`src/hdl/svm_pkg.sv`:
```
package svm_pkg;

  // ==========================================================
  // Register byte offsets
  localparam logic [3:0] SVM_CFG_OFF = 4'h0;   // Configuration
  localparam logic [3:0] SVM_STS_OFF = 4'h4;   // Monitor status, read only
  localparam logic [3:0] SVM_ISTS_OFF = 4'h8;  // Interrupt status, write one to clear
  localparam logic [3:0] SVM_IMSK_OFF = 4'hc;  // Interrupt mask

  // ==========================================================
  // Configuration field positions
  localparam int SVM_CFG_PWRD = 0;  // Monitor power disable
  localparam int SVM_CFG_RSTD = 1;  // Monitor reset disable
  localparam int SVM_CFG_STOP = 2;  // Operate in stop mode
  localparam int SVM_CFG_HTS = 3;   // High threshold select

  // Status field positions
  localparam int SVM_STS_BELOW = 0;  // Below threshold flag
  localparam int SVM_STS_RST = 1;    // Reset request active
  localparam int SVM_STS_ACT = 2;    // Monitor operating
  localparam int SVM_STS_ABOVE = 3;  // Supply above rising trip

  // Interrupt event positions
  localparam int SVM_EV_BELOW = 0;  // Flag went high
  localparam int SVM_EV_RST = 1;    // Reset request went high
  localparam int SVM_EV_W = 2;      // Number of events

  // ==========================================================
  // Reset values
  localparam logic [3:0] SVM_CFG_RST = 4'h0;  // Monitor and resets enabled, stop operation off, low trip level
  localparam logic [1:0] SVM_IMSK_RST = 2'h0; // Interrupts masked

  // AXI responses
  localparam logic [1:0] SVM_RESP_OKAY = 2'h0;
  localparam logic [1:0] SVM_RESP_SLVERR = 2'h2;

  // Monitor states
  typedef enum logic [1:0] {SVM_OFF, SVM_WATCH, SVM_HOLD} svm_state_e;

endpackage

```
`src/hdl/svm_top.sv`:
```
`timescale 1ns/1ns
// ============================================================
// Supply voltage monitor control with AXI4-Lite registers
module svm_top
  import svm_pkg::*;
#(
  parameter int ADDR_W = 4
)
(
  input wire logic aclk,
  input wire logic aresetn,
  // AXI4-Lite write address
  input wire logic awvalid,
  output logic awready,
  input wire logic [ADDR_W-1:0] awaddr,
  input wire logic [2:0] awprot,
  // AXI4-Lite write data
  input wire logic wvalid,
  output logic wready,
  input wire logic [31:0] wdata,
  input wire logic [3:0] wstrb,
  // AXI4-Lite write response
  output logic bvalid,
  input wire logic bready,
  output logic [1:0] bresp,
  // AXI4-Lite read address
  input wire logic arvalid,
  output logic arready,
  input wire logic [ADDR_W-1:0] araddr,
  input wire logic [2:0] arprot,
  // AXI4-Lite read data
  output logic rvalid,
  input wire logic rready,
  output logic [31:0] rdata,
  output logic [1:0] rresp,
  // Comparator side, asynchronous
  input wire logic cmp_below_fall,
  input wire logic cmp_above_rise,
  // Device stopped, same clock domain
  input wire logic stop_mode,
  // Controls to the analog part and the system
  output logic monitor_power_enable,
  output logic trip_high_select,
  output logic reset_request,
  output logic below_threshold_flag,
  output logic irq
);

  // Elaboration check
  if (ADDR_W < 4)
  begin : g_chk
    $error("svm_top: ADDR_W must be at least 4");
  end

  // ==========================================================
  // Declarations
  logic [1:0] cmp_s;           // Synchronised comparator outputs
  logic below_s;               // Supply below selected falling trip
  logic above_s;               // Supply above selected rising trip
  logic pwrd_q;                // monitor_power_disable
  logic rstd_q;                // monitor_reset_disable
  logic stop_en_q;             // monitor_stop_enable
  logic hts_q;                 // high_threshold_select
  logic [1:0] hts_dly_q;       // Select delayed by the synchroniser depth
  logic hts_prev_q;            // Delayed select one cycle later, for the rise
  logic hts_rise;              // Select went high and the comparator now judges the new level
  logic active;                // Monitor powered and allowed to run
  svm_state_e state_q;         // Monitor state
  svm_state_e state_d;         // Next monitor state
  logic flag_q;                // below_threshold_flag register
  logic rst_q;                 // Reset request register
  logic pwr_q;                 // Power enable register
  logic [SVM_EV_W-1:0] ists_q; // Sticky events
  logic [SVM_EV_W-1:0] imsk_q; // Event mask
  logic [SVM_EV_W-1:0] ev;     // Events this cycle
  logic irq_q;                 // Interrupt output register
  logic awready_q;             // Write address ready
  logic wready_q;              // Write data ready
  logic aw_full_q;             // Write address held
  logic w_full_q;              // Write data held
  logic [ADDR_W-1:0] waddr_q;  // Held write address
  logic [31:0] wdata_q;        // Held write data
  logic wstrb0_q;              // Held low byte strobe
  logic bvalid_q;              // Write response valid
  logic [1:0] bresp_q;         // Write response code
  logic arready_q;             // Read address ready
  logic rvalid_q;              // Read data valid
  logic [31:0] rdata_q;        // Read data
  logic [1:0] rresp_q;         // Read response code
  logic wr_do;                 // Register write happens now
  logic wr_cfg;                // Write hits configuration
  logic wr_ists;               // Write hits interrupt status
  logic wr_imsk;               // Write hits interrupt mask

  // ==========================================================
  // Decoding shared by reads and writes
  function automatic logic [1:0] reg_sel(input logic [ADDR_W-1:0] a);
    logic [1:0] s;
    s = a[3:2];
    return s;
  endfunction

  function automatic logic reg_hit(input logic [ADDR_W-1:0] a);
    logic ok;
    ok = (a[1:0] == 2'h0);
    if (ADDR_W > 4)
    begin
      ok = ok && ((a >> 4) == '0);
    end
    return ok;
  endfunction

  // ==========================================================
  // Comparator synchronisation
  // Comparators change with the supply, not the clock
  svm_sync #(
    .WIDTH(2)
  ) u_sync (
    .aclk(aclk),
    .aresetn(aresetn),
    .async_in({cmp_above_rise, cmp_below_fall}),
    .sync_out(cmp_s)
  );
  assign below_s = cmp_s[0];
  assign above_s = cmp_s[1];

  // ==========================================================
  // Monitor gating
  // Powered unless disabled; stopped device needs stop enable
  assign active = !pwrd_q && (!stop_mode || stop_en_q);
  assign hts_rise = hts_dly_q[1] && !hts_prev_q;

  // ==========================================================
  // Write decode
  assign wr_do = aw_full_q && w_full_q && !bvalid_q;
  assign wr_cfg = wr_do && wstrb0_q && reg_hit(waddr_q) && (reg_sel(waddr_q) == SVM_CFG_OFF[3:2]);
  assign wr_ists = wr_do && wstrb0_q && reg_hit(waddr_q) && (reg_sel(waddr_q) == SVM_ISTS_OFF[3:2]);
  assign wr_imsk = wr_do && wstrb0_q && reg_hit(waddr_q) && (reg_sel(waddr_q) == SVM_IMSK_OFF[3:2]);

  // Configuration bits; all clear so the monitor runs from reset
  always_ff @(posedge aclk)
  begin
    if (!aresetn)
    begin
      pwrd_q <= SVM_CFG_RST[SVM_CFG_PWRD];
      rstd_q <= SVM_CFG_RST[SVM_CFG_RSTD];
      stop_en_q <= SVM_CFG_RST[SVM_CFG_STOP];
      hts_q <= SVM_CFG_RST[SVM_CFG_HTS];
    end
    else if (wr_cfg)
    begin
      // Threshold and reset enable are separate fields
      pwrd_q <= wdata_q[SVM_CFG_PWRD];
      rstd_q <= wdata_q[SVM_CFG_RSTD];
      stop_en_q <= wdata_q[SVM_CFG_STOP];
      hts_q <= wdata_q[SVM_CFG_HTS];
    end
  end

  // Delayed select, to spot software raising the level
  // The comparator answer for the new level needs two synchroniser stages;
  // judging the rise earlier would use the old level's verdict
  always_ff @(posedge aclk)
  begin
    if (!aresetn)
    begin
      hts_dly_q <= 2'h0;
      hts_prev_q <= 1'b0;
    end
    else
    begin
      hts_dly_q <= {hts_dly_q[0], hts_q};
      hts_prev_q <= hts_dly_q[1];
    end
  end

  // ==========================================================
  // Monitor state machine
  always_comb
  begin
    state_d = state_q;
    case (state_q)
      SVM_OFF:
      begin
        // Wake when powered and allowed
        if (active)
        begin
          state_d = SVM_WATCH;
        end
      end
      SVM_WATCH:
      begin
        if (!active)
        begin
          state_d = SVM_OFF;
        end
        else if (!rstd_q && (below_s || (hts_rise && !above_s)))
        begin
          // Falling trip, or higher level chosen too late
          state_d = SVM_HOLD;
        end
      end
      SVM_HOLD:
      begin
        // Released only above the rising trip while active, giving hysteresis
        if (!active)
        begin
          state_d = SVM_OFF;
        end
        else if (above_s)
        begin
          state_d = SVM_WATCH;
        end
      end
      default:
      begin
        state_d = SVM_OFF;
      end
    endcase
  end

  // State register
  always_ff @(posedge aclk)
  begin
    if (!aresetn)
    begin
      state_q <= SVM_OFF;
    end
    else
    begin
      state_q <= state_d;
    end
  end

  // Output registers of the monitor
  always_ff @(posedge aclk)
  begin
    if (!aresetn)
    begin
      rst_q <= 1'b0;
      pwr_q <= 1'b0;
      flag_q <= 1'b0;
    end
    else
    begin
      rst_q <= (state_d == SVM_HOLD);
      pwr_q <= !pwrd_q;
      // Flag shows the comparator only while it is meaningful
      flag_q <= active && below_s;
    end
  end

  // ==========================================================
  // Interrupt status and mask
  assign ev[SVM_EV_BELOW] = active && below_s && !flag_q;
  assign ev[SVM_EV_RST] = (state_d == SVM_HOLD) && !rst_q;

  // Sticky bits; an event in the clearing cycle survives
  always_ff @(posedge aclk)
  begin
    if (!aresetn)
    begin
      ists_q <= '0;
    end
    else if (wr_ists)
    begin
      ists_q <= (ists_q & ~wdata_q[SVM_EV_W-1:0]) | ev;
    end
    else
    begin
      ists_q <= ists_q | ev;
    end
  end

  // Mask register
  always_ff @(posedge aclk)
  begin
    if (!aresetn)
    begin
      imsk_q <= SVM_IMSK_RST;
    end
    else if (wr_imsk)
    begin
      imsk_q <= wdata_q[SVM_EV_W-1:0];
    end
  end

  // Interrupt line, one cycle behind the status
  always_ff @(posedge aclk)
  begin
    if (!aresetn)
    begin
      irq_q <= 1'b0;
    end
    else
    begin
      irq_q <= |(ists_q & imsk_q);
    end
  end

  // ==========================================================
  // AXI4-Lite write channels
  // Address and data are taken in either order, one write at a time
  always_ff @(posedge aclk)
  begin
    if (!aresetn)
    begin
      awready_q <= 1'b0;
      aw_full_q <= 1'b0;
      waddr_q <= '0;
    end
    else if (awvalid && awready_q)
    begin
      awready_q <= 1'b0;
      aw_full_q <= 1'b1;
      waddr_q <= awaddr;
    end
    else if (wr_do)
    begin
      aw_full_q <= 1'b0;
    end
    else if (!aw_full_q && !bvalid_q)
    begin
      awready_q <= 1'b1;
    end
  end

  // Write data holder
  always_ff @(posedge aclk)
  begin
    if (!aresetn)
    begin
      wready_q <= 1'b0;
      w_full_q <= 1'b0;
      wdata_q <= '0;
      wstrb0_q <= 1'b0;
    end
    else if (wvalid && wready_q)
    begin
      wready_q <= 1'b0;
      w_full_q <= 1'b1;
      wdata_q <= wdata;
      wstrb0_q <= wstrb[0];
    end
    else if (wr_do)
    begin
      w_full_q <= 1'b0;
    end
    else if (!w_full_q && !bvalid_q)
    begin
      wready_q <= 1'b1;
    end
  end

  // Write response; unmapped or read-only targets answer SLVERR
  always_ff @(posedge aclk)
  begin
    if (!aresetn)
    begin
      bvalid_q <= 1'b0;
      bresp_q <= SVM_RESP_OKAY;
    end
    else if (wr_do)
    begin
      bvalid_q <= 1'b1;
      if (reg_hit(waddr_q) && (reg_sel(waddr_q) != SVM_STS_OFF[3:2]))
      begin
        bresp_q <= SVM_RESP_OKAY;
      end
      else
      begin
        bresp_q <= SVM_RESP_SLVERR;
      end
    end
    else if (bvalid_q && bready)
    begin
      bvalid_q <= 1'b0;
    end
  end

  // ==========================================================
  // AXI4-Lite read channels
  always_ff @(posedge aclk)
  begin
    if (!aresetn)
    begin
      arready_q <= 1'b0;
      rvalid_q <= 1'b0;
      rdata_q <= '0;
      rresp_q <= SVM_RESP_OKAY;
    end
    else if (arvalid && arready_q)
    begin
      arready_q <= 1'b0;
      rvalid_q <= 1'b1;
      rresp_q <= reg_hit(araddr) ? SVM_RESP_OKAY : SVM_RESP_SLVERR;
      rdata_q <= '0;
      if (reg_hit(araddr))
      begin
        case (reg_sel(araddr))
          SVM_CFG_OFF[3:2]: rdata_q[3:0] <= {hts_q, stop_en_q, rstd_q, pwrd_q};
          SVM_STS_OFF[3:2]: rdata_q[3:0] <= {above_s, active, rst_q, flag_q};
          SVM_ISTS_OFF[3:2]: rdata_q[SVM_EV_W-1:0] <= ists_q;
          default: rdata_q[SVM_EV_W-1:0] <= imsk_q;
        endcase
      end
    end
    else if (rvalid_q && rready)
    begin
      rvalid_q <= 1'b0;
    end
    else if (!rvalid_q)
    begin
      arready_q <= 1'b1;
    end
  end

  // ==========================================================
  // Port drive, all from flip-flops
  assign awready = awready_q;
  assign wready = wready_q;
  assign bvalid = bvalid_q;
  assign bresp = bresp_q;
  assign arready = arready_q;
  assign rvalid = rvalid_q;
  assign rdata = rdata_q;
  assign rresp = rresp_q;
  assign monitor_power_enable = pwr_q;
  assign trip_high_select = hts_q;
  assign reset_request = rst_q;
  assign below_threshold_flag = flag_q;
  assign irq = irq_q;

  // ==========================================================
  // Assertions
  a_reset_defaults: assert property (@(posedge aclk) disable iff (!aresetn)
    !$past(aresetn) |-> (!pwrd_q && !rstd_q && !hts_q))
    else $error("monitor not enabled at low level after reset");

  a_power_gate: assert property (@(posedge aclk) disable iff (!aresetn)
    pwrd_q |=> (!monitor_power_enable && !below_threshold_flag && !reset_request))
    else $error("disabled monitor still acting");

  a_fall_reset: assert property (@(posedge aclk) disable iff (!aresetn)
    (state_q == SVM_WATCH && active && !rstd_q && below_s) |=> reset_request)
    else $error("falling trip gave no reset request");

  a_stop_idle: assert property (@(posedge aclk) disable iff (!aresetn)
    (stop_mode && !stop_en_q) |=> (!below_threshold_flag && !reset_request))
    else $error("monitor active in stop without enable");

  a_hts_write: assert property (@(posedge aclk) disable iff (!aresetn)
    (wr_cfg && wdata_q[SVM_CFG_HTS]) |=> trip_high_select)
    else $error("high threshold select not applied");

  a_hts_late: assert property (@(posedge aclk) disable iff (!aresetn)
    (state_q == SVM_WATCH && active && !rstd_q && hts_rise && !above_s) |=> reset_request)
    else $error("late high level select did not reset");

  a_hyst_hold: assert property (@(posedge aclk) disable iff (!aresetn)
    (reset_request && state_q == SVM_HOLD && active && !above_s) |=> reset_request)
    else $error("reset released below rising trip");

  a_flag_track: assert property (@(posedge aclk) disable iff (!aresetn)
    active |=> (below_threshold_flag == $past(below_s)))
    else $error("flag does not follow comparator");

  a_no_reset_polled: assert property (@(posedge aclk) disable iff (!aresetn)
    (rstd_q && state_q != SVM_HOLD) |=> !reset_request)
    else $error("reset raised while resets disabled");

  a_sync_depth: assert property (@(posedge aclk) disable iff (!aresetn)
    $past(aresetn, 2) |-> (below_s == $past(cmp_below_fall, 2)))
    else $error("comparator not delayed by two stages");

endmodule

```
`src/hdl/svm_sync.sv`:
```
`timescale 1ns/1ns
// ============================================================
// Two flip-flop synchroniser, one chain per bit
module svm_sync
  import svm_pkg::*;
#(
  parameter int WIDTH = 2
)
(
  input wire logic aclk,
  input wire logic aresetn,
  input wire logic [WIDTH-1:0] async_in,
  output logic [WIDTH-1:0] sync_out
);

  // Elaboration check
  if (WIDTH < 1)
  begin : g_chk
    $error("svm_sync: WIDTH must be at least 1");
  end

  genvar i;
  for (i = 0; i < WIDTH; i++)
  begin : g_bit
    logic meta_q; // First stage, read only by second stage
    logic stab_q; // Second stage, safe to use

    // Chain of two; a metastable first stage settles before use
    always_ff @(posedge aclk)
    begin
      if (!aresetn)
      begin
        meta_q <= 1'b0;
        stab_q <= 1'b0;
      end
      else
      begin
        meta_q <= async_in[i];
        stab_q <= meta_q;
      end
    end
    assign sync_out[i] = stab_q;
  end

endmodule

```
`config.mk`:
```
export PLATFORM = sky130hd
export DESIGN_NAME = svm_top
export DESIGN_NICKNAME = d
export VERILOG_FILES = /design/src/hdl/svm_pkg.sv /design/src/hdl/svm_top.sv /design/src/hdl/svm_sync.sv
export SDC_FILE = /design/constraint.sdc
export NUM_CORES = 1
export LEC_CHECK = 0
export BUFFER_PORTS_ARGS = -buffer_cell sky130_fd_sc_hd__buf_2
export CAP_MARGIN = 5
export CORE_ASPECT_RATIO = 1.4
export CORE_MARGIN = 8
export CORE_UTILIZATION = 48
export DETAILED_ROUTE_END_ITERATION = 12
export PLACE_DENSITY_LB_ADDON = 0.1
export REMOVE_ABC_BUFFERS = 1
export SYNTH_ARGS = -nofsm -noshare
export SYNTH_HDL_FRONTEND = slang
export SYNTH_HIERARCHICAL = 1
export SYNTH_SLANG_ARGS = --single-unit
```
`constraint.sdc`:
```
create_clock -name aclk -period 2.98 [get_ports aclk]
set_input_delay 0.149 -clock aclk [delete_from_list [all_inputs] [get_ports aclk]]
set_output_delay 0.149 -clock aclk [all_outputs]
set_load 0.03 [all_outputs]
```
==> results of run 1 <==
cell usage after synthesis (2+ instances only):
master	number	share of area (%)
o21a_1	2	0.77
a21oi_1	3	0.77
mux2i_1	6	3.1
buf_4	32	12
mux4_2	2	2.3
nor3b_1	2	0.77
nand2_1	30	5.8
nand3_1	14	3.6
a21boi_0	14	5.4
nor2_1	3	0.58
inv_1	6	1.2
nor2b_1	9	2.9
clkbuf_1	5	0.96
dfxtp_1	43	44
o2111ai_1	2	0.90
nand2b_1	6	1.9
nor3_1	3	0.77
nor4b_1	2	0.90
o21ai_0	4	1.0
and2_1	6	1.9
layout by cell type (no fill, tap or decap), types with 2 or more instances in the layout:
master / Yosys / final
dfxtp_1: 43 / 43
buf_2: 0 / 38
nand2_1: 30 / 30
conb_1: 1 / 30
nand3_1: 14 / 14
a21boi_0: 14 / 14
nor2b_1: 9 / 9
clkbuf_8: 0 / 7
inv_1: 6 / 6
nand2b_1: 6 / 6
mux2i_1: 6 / 6
and2_1: 6 / 6
o21ai_0: 4 / 4
a21oi_1: 3 / 3
nor2_1: 3 / 3
nor3_1: 3 / 3
nor3b_1: 2 / 2
nor4b_1: 2 / 2
o2111ai_1: 2 / 2
mux4_2: 2 / 2
o21a_1: 2 / 2
layout make-up:
cell class,instances,area (um2)
tap,43,53.8
inverter,6,22.5
clock buffer,8,100
multi-input combinational,153,917
timing repair buffer,38,190
fill,393,1770
sequential,43,861
per-stage QoR:
stage | power [mW] | util (%)
floorplan | 0.731 | -
global placement | 0.773 | 52.2
detailed placement | 0.774 | 52.2
CTS | 1.17 | 54.7
global route | 1.21 | 54.7
finish | 1.15 | 54.7
flip-flops by register name, indices dropped and copies added (netlist names), 2 cells and up:
signal	cells
wdata_q	4
u_sync/g_bit.meta_q	2
ists_q	2
hts_dly_q	2
rdata	4
state_q	2
imsk_q	2
waddr_q	4
u_sync/g_bit.stab_q	2
report_power, final:
| group | leakage, nW | internal [mW] | switching, mW |
|---|---|---|---|
| Clock | 0.0515 | 0.211 | 0.183 |
| Combinational | 0.560 | 0.0412 | 0.105 |
| Sequential | 0.350 | 0.595 | 0.0198 |
| Total | 0.962 | 0.847 | 0.307 |
worst min-delay path by stage:
stage / start / slack, ns / cells past startpoint / endpoint
detailed placement: cmp_below_fall / 0.36 / 2 / u_sync/g_bit[0].meta_q
global placement: cmp_below_fall / 0.35 / 2 / u_sync/g_bit[0].meta_q
CTS: cmp_below_fall / 0.05 / 2 / u_sync/g_bit[0].meta_q
global route: cmp_above_rise / 0.05 / 2 / u_sync/g_bit[1].meta_q
floorplan: aresetn / 0.26 / 2 / hts_dly_q[0]
finish: cmp_below_fall / 0.05 / 2 / u_sync/g_bit[0].meta_q
cells by family (layout without fill, tap and decap cells):
kind of cell | Yosys count | in the layout | synth area share, %
AO/OA/AOI/OAI | 31 | 31 | 11.4
multiplexers | 9 | 9 | 5.97
AND/OR/NAND/NOR | 83 | 83 | 23.9
buffers and inverters | 43 | 52 | 14.4
other | 1 | 30 | 0.192
flip-flops | 43 | 43 | 44.1
per-layer routing:
layer	track usage [%]	vias up
met5	0	-
met4	5.04	0
met3	4.36	7
met2	22.9	25
met1	10.2	640
li1	-	725
==> out/qor.txt, run 1 <==
status = completed
highest metal used = met4
CP Launch Point = waddr_q[0]
worst slew pin tran = 0.632 ns
Final ANT Viol Nets = 0
placed inst area = 2040 um2
Worst R2R Path Depth = 3
maxcap violations = 0
worst reg2reg path startpoint = waddr_q[0]
layout cell share with drive strength beyond 1 = 21.0%
placed instance count = 283
largest net degree at the start of global routing = 45
WHS = 0.0547 ns
Power per Cell Area = 539 nW/um2
Post-CTS Hold Buffers = 0
RD Place Congestion = 0.792
Mapped Cells = 210
clk_skew = 0.00205 ns
crit path buf inv count = 0
clk_lat worst skew = 0.29 ns
number of synthesized flops with an enable pin = 0
final-report setup violation count = 0
RSZ-0062 raised after global routing = no
vias in the first global route = 1,426
Tmin final = 1.46 ns
initial antenna violation count = 0
Critical-path top delay cell = or4b_4
cts bufs inserted = 5
die area = 6390 um2
width of the die = 69.9 um
Max Fclk = 685 MHz
sequential area share after synthesis = 44.1%
fin area = 2140 um2
DR WL met3 = 154 um
Port Buf Inserts = 38
fin nets = 307
crit path cell chain = or4b_4 -> nor3_4 -> mux2i_1
Critical Path Fanout Max = 4
post-cts resize count = 0
Crit path max-delay family = simple AND/OR/NAND/NOR gates
detailed placement HPWL = 2.91 mm
IO Pins = 106
post-CTS setup buffers = 0
Clock Sinks = 43
Fin. Hold Viols = 0
Root Buffer = clkbuf_8
asr flop ratio synth = 0%
final wirelength = 3.73 mm
Leakage = 0.962 nW
R2R Path End = pwrd_q
gr usage total = 11.7%
CP Depth = 3
DIE HEIGHT = 91.4 um
r2r setup slk = 1.52 ns
Core Rows = 27
Post-Route Setup TNS = 0 ns
Initial Utilization = 49.8%
Max Slew Vio Count = 0
grt ovf = 0
fin crit share = 49.0%
syn_area_per_cell = 9.29 um2
Syn. warnings = 6
final setup margin = 1.52 ns
DR DRC count = 0
Pre-antenna DRT Iters = 3
M1 wire length = 1.33 mm
crit path kind = reg2reg
Clock Tree Buf Depth = 2
via count = 1,397
htree depth = 2
Clock transition at path regs = 0.07 ns
metal2 WL = 2.18 mm
mapped cell area = 1950 um2
CP Launch Type = flip-flop
Critical Path Max Stage Delay = 0.56 ns
fin cells = 291
diode count = 0
#FFs+latches synth = 43
pre-CTS WS = 1.49 ns
area delta synth->final = 9.94%
wire length per cell = 12.8 um
WP data arrival = 1.68 ns
CP endpoint kind = flip-flop
type of the worst min-delay path = in2reg
drt via density = 4.80
Distinct cells, synth = 36
Req. time, crit path = 3.20 ns
ys flop type = dfxtp_1
CTS tree = done
Core Region = 3920 um2
Max-slew headroom = 57.8%
first-pass GRT wire length = 6.27 mm
peak supply drop = 0.282 mV
DR iter-0 viols = 38
Worst Setup EP = pwrd_q
(Power assumes the default switching activity.)
==> inputs of run 2 (changes only) <==
--- a/config.mk
+++ b/config.mk
@@ -5,11 +5,12 @@
 export SDC_FILE = /design/constraint.sdc
 export NUM_CORES = 1
 export LEC_CHECK = 0
+export ABC_AREA = 1
 export BUFFER_PORTS_ARGS = -buffer_cell sky130_fd_sc_hd__buf_2
 export CAP_MARGIN = 5
 export CORE_ASPECT_RATIO = 1.4
 export CORE_MARGIN = 8
-export CORE_UTILIZATION = 48
+export CORE_UTILIZATION = 39
 export DETAILED_ROUTE_END_ITERATION = 12
 export PLACE_DENSITY_LB_ADDON = 0.1
 export REMOVE_ABC_BUFFERS = 1
==> constraint.sdc (replaced) <==
create_clock -name aclk -period 1.2 [get_ports aclk]
set_input_delay 0.06 -clock aclk [delete_from_list [all_inputs] [get_ports aclk]]
set_output_delay 0.06 -clock aclk [all_outputs]
set_load 0.03 [all_outputs]
==> run 2 against run 1 <==
Flip-flop and latch count is the same. Sequential share of layout area down 0.22 points. Clock skew grew 0.00071 ns. Area after synthesis shrank 3.5%. Global-route usage shrank 0.37 points. Non-clock buffer count increased by 6. Largest power group unchanged. Combinational power grew to 2.8 times the previous value. Sequential power increased by 150%.
==> out/qor.txt, run 2 <==
fin cells = 356 (+22%)
diode count = 0 (unchanged)
DR DRC count = 0 (unchanged)
clk_lat worst skew = 0.29 ns (about the same)
IO Pins = 106 (unchanged)
most common cell after layout, fill and taps aside = nand2_1
grt ovf = 0 (unchanged)
initial antenna violation count = 0 (unchanged)
area delta synth->final = 14.7%
Power per Cell Area = 1350 nW/um2 (+150%)
CP Launch Point = waddr_q[0]
CP endpoint kind = flip-flop
Fin. Hold Viols = 0 (unchanged)
Synth top area share = 45.7% (+1.6 points)
mapped cell area = 1880 um2 (-3.5%)
Tmin final = 1.09 ns (-0.373 ns)
CTS tree = done
DIE HEIGHT = 98.2 um (+7.4%)
post-CTS setup buffers = 0 (unchanged)
sequential area share after synthesis = 45.7% (+1.6 points)
#FFs+latches synth = 43 (unchanged)
Max Fclk = 920 MHz (+34%)
Core Rows = 30 (+11%)
Syn. warnings = 6 (unchanged)
via count = 1,489 (+6.6%)
placed instance count = 346 (+22%)
Distinct cells, synth = 24 (-33%)
Post-Route Setup TNS = 0 ns (unchanged)
clk_skew = 0.00276 ns (+0.000710 ns)
RSZ-0062 raised after global routing = no
most frequent cell after synthesis = nand2_1
largest net degree at the start of global routing = 23 (-49%)
die area = 7340 um2 (+15%)
vias in the first global route = 1,511 (+6.0%)
peak supply drop = 0.970 mV (+240%)
asr flop ratio synth = 0% (unchanged)
first-pass GRT wire length = 6.59 mm (+5.2%)
Layout fillers = 511 (+30%)
Mapped Cells = 246 (+17%)
width of the die = 74.7 um (+6.9%)
Core Region = 4770 um2 (+22%)
Req. time, crit path = 1.38 ns (-1.82 ns)
crit path kind = reg2reg
WP data arrival = 1.27 ns (-0.41 ns)
detailed placement HPWL = 3.03 mm (+3.9%)
number of synthesized flops with an enable pin = 0 (unchanged)
fin crit share = 90.6% (+42 points)
syn_area_per_cell = 7.65 um2 (-18%)
fin nets = 351 (+14%)
top post-synthesis cells by area = dfxtp_1 (46%), buf_4 (13%), nand2_1 (9.0%), nor2_1 (8.6%), inv_1 (4.8%)
wire length per cell = 10.8 um (-16%)
Clock transition at path regs = 0.08 ns (about the same)
Clock Tree Buf Depth = 2 (unchanged)
final wirelength = 3.85 mm (+3.2%)
drt via density = 4.18 (-13%)
cts bufs inserted = 5 (unchanged)
Port Buf Inserts = 38 (unchanged)
Initial Utilization = 39.5% (-10 points)
Max Slew Vio Count = 0 (unchanged)
RD Place Congestion = 0.826 (+4.3%)
gr usage total = 11.4% (-0.37 points)
ys flop type = dfxtp_1
Post-synth top cells = nand2_1 (45), dfxtp_1 (43), nor2_1 (43), buf_4 (32), inv_1 (24)
CP Launch Type = flip-flop
htree depth = 2 (unchanged)
fin area = 2160 um2 (+0.70%)
Root Buffer = clkbuf_8
WHS = 0.0168 ns (-0.0379 ns)
layout cell share with drive strength beyond 1 = 19.9% (-1.1 points)
status = completed
most frequent cells in the layout = nand2_1 (45), nor2_1 (42), dfxtp_1 (42), buf_2 (38), conb_1 (30)
DR iter-0 viols = 53 (+39%)
Clock Sinks = 43 (unchanged)
Worst Hold Launch = awaddr[0]
Pre-antenna DRT Iters = 4 (+1)
maxcap violations = 0 (unchanged)
type of the worst min-delay path = in2reg
Leakage = 1.13 nW (+18%)
Critical Path Fanout Max = 7 (+3)
final-report setup violation count = 0 (unchanged)
placed inst area = 2030 um2 (-0.61%)
Synth area leader = dfxtp_1
Final ANT Viol Nets = 0 (unchanged)
worst reg2reg path startpoint = waddr_q[0]
## run 2: cell count changes after synthesis, moves of 9 or more
| cell | delta |
|---|---|
| a21oi_1 | +12 |
| a21boi_0 | -14 |
| nand2_1 | +15 |
| nor2_1 | +40 |
| nor2b_1 | -9 |
| o21ai_0 | +13 |
| inv_1 | +18 |
## run 2: worst paths after layout
kind                   to  slack [ns]  cells past startpoint
max             ists_q[0]        0.11                      6
min            waddr_q[0]        0.02                      3
max reg2reg     ists_q[0]        0.11                      6
min reg2reg  hts_dly_q[1]        0.41                      2
## run 2: area by class of cell
cell class / count / area (um2) / area share (%)
Inverter: 24 / 90.1 / 4.17
Timing Repair Buffer: 44 / 240 / 11.1
Multi-Input combinational cell: 173 / 787 / 36.4
Clock buffer: 8 / 100 / 4.63
Sequential cell: 43 / 862 / 39.9
Tap cell: 64 / 80.1 / 3.71
## run 2: cell families after synthesis
family          share of synthesized area [%]
simple gates                             25.0
buf+inv                                  18.6
flops                                    45.7
compound gates                           10.5
other cells                             0.199
## run 2: critical path, stage by stage (launching register included)
cell and delay, ns:
dfxtp_1 0.32, nor2_2 0.14, nand2_2 0.10, nor2_8 0.14, nand3_1 0.11, a21oi_2 0.13, nor2_1 0.04
## run 2: power by group
part	switching, mW	internal (mW)	total (mW)
clock network	0.452	0.525	0.977
logic	0.299	0.104	0.403
registers	0.0450	1.49	1.53
## run 2: routing by layer
metal	vias up	wire [um]	share of wire, %	GRT usage (%)
met2	46	1840	48	19.5
met4	0	60	1.6	4.39
met3	5	351	9.1	4.00
li1	798	-	-	-
met1	640	1600	41	12.0
met5	-	0	0	0
## run 2: metrics by stage
step	setup WS [ns]	util, %	total power [mW]
floorplan	0.0317	-	1.85
global placement	0.0841	42.6	1.96
detailed placement	0.0820	42.6	1.96
CTS	0.0696	45.1	2.96
global route	0.00543	45.3	3.08
finish	0.113	45.3	2.91
## run 2: timing repair
action	in CTS	in global routing
hold buffers	2	0
gates resized for setup	0	3
endpoints found under the setup margin	0	1
endpoints found under the hold margin	2	0
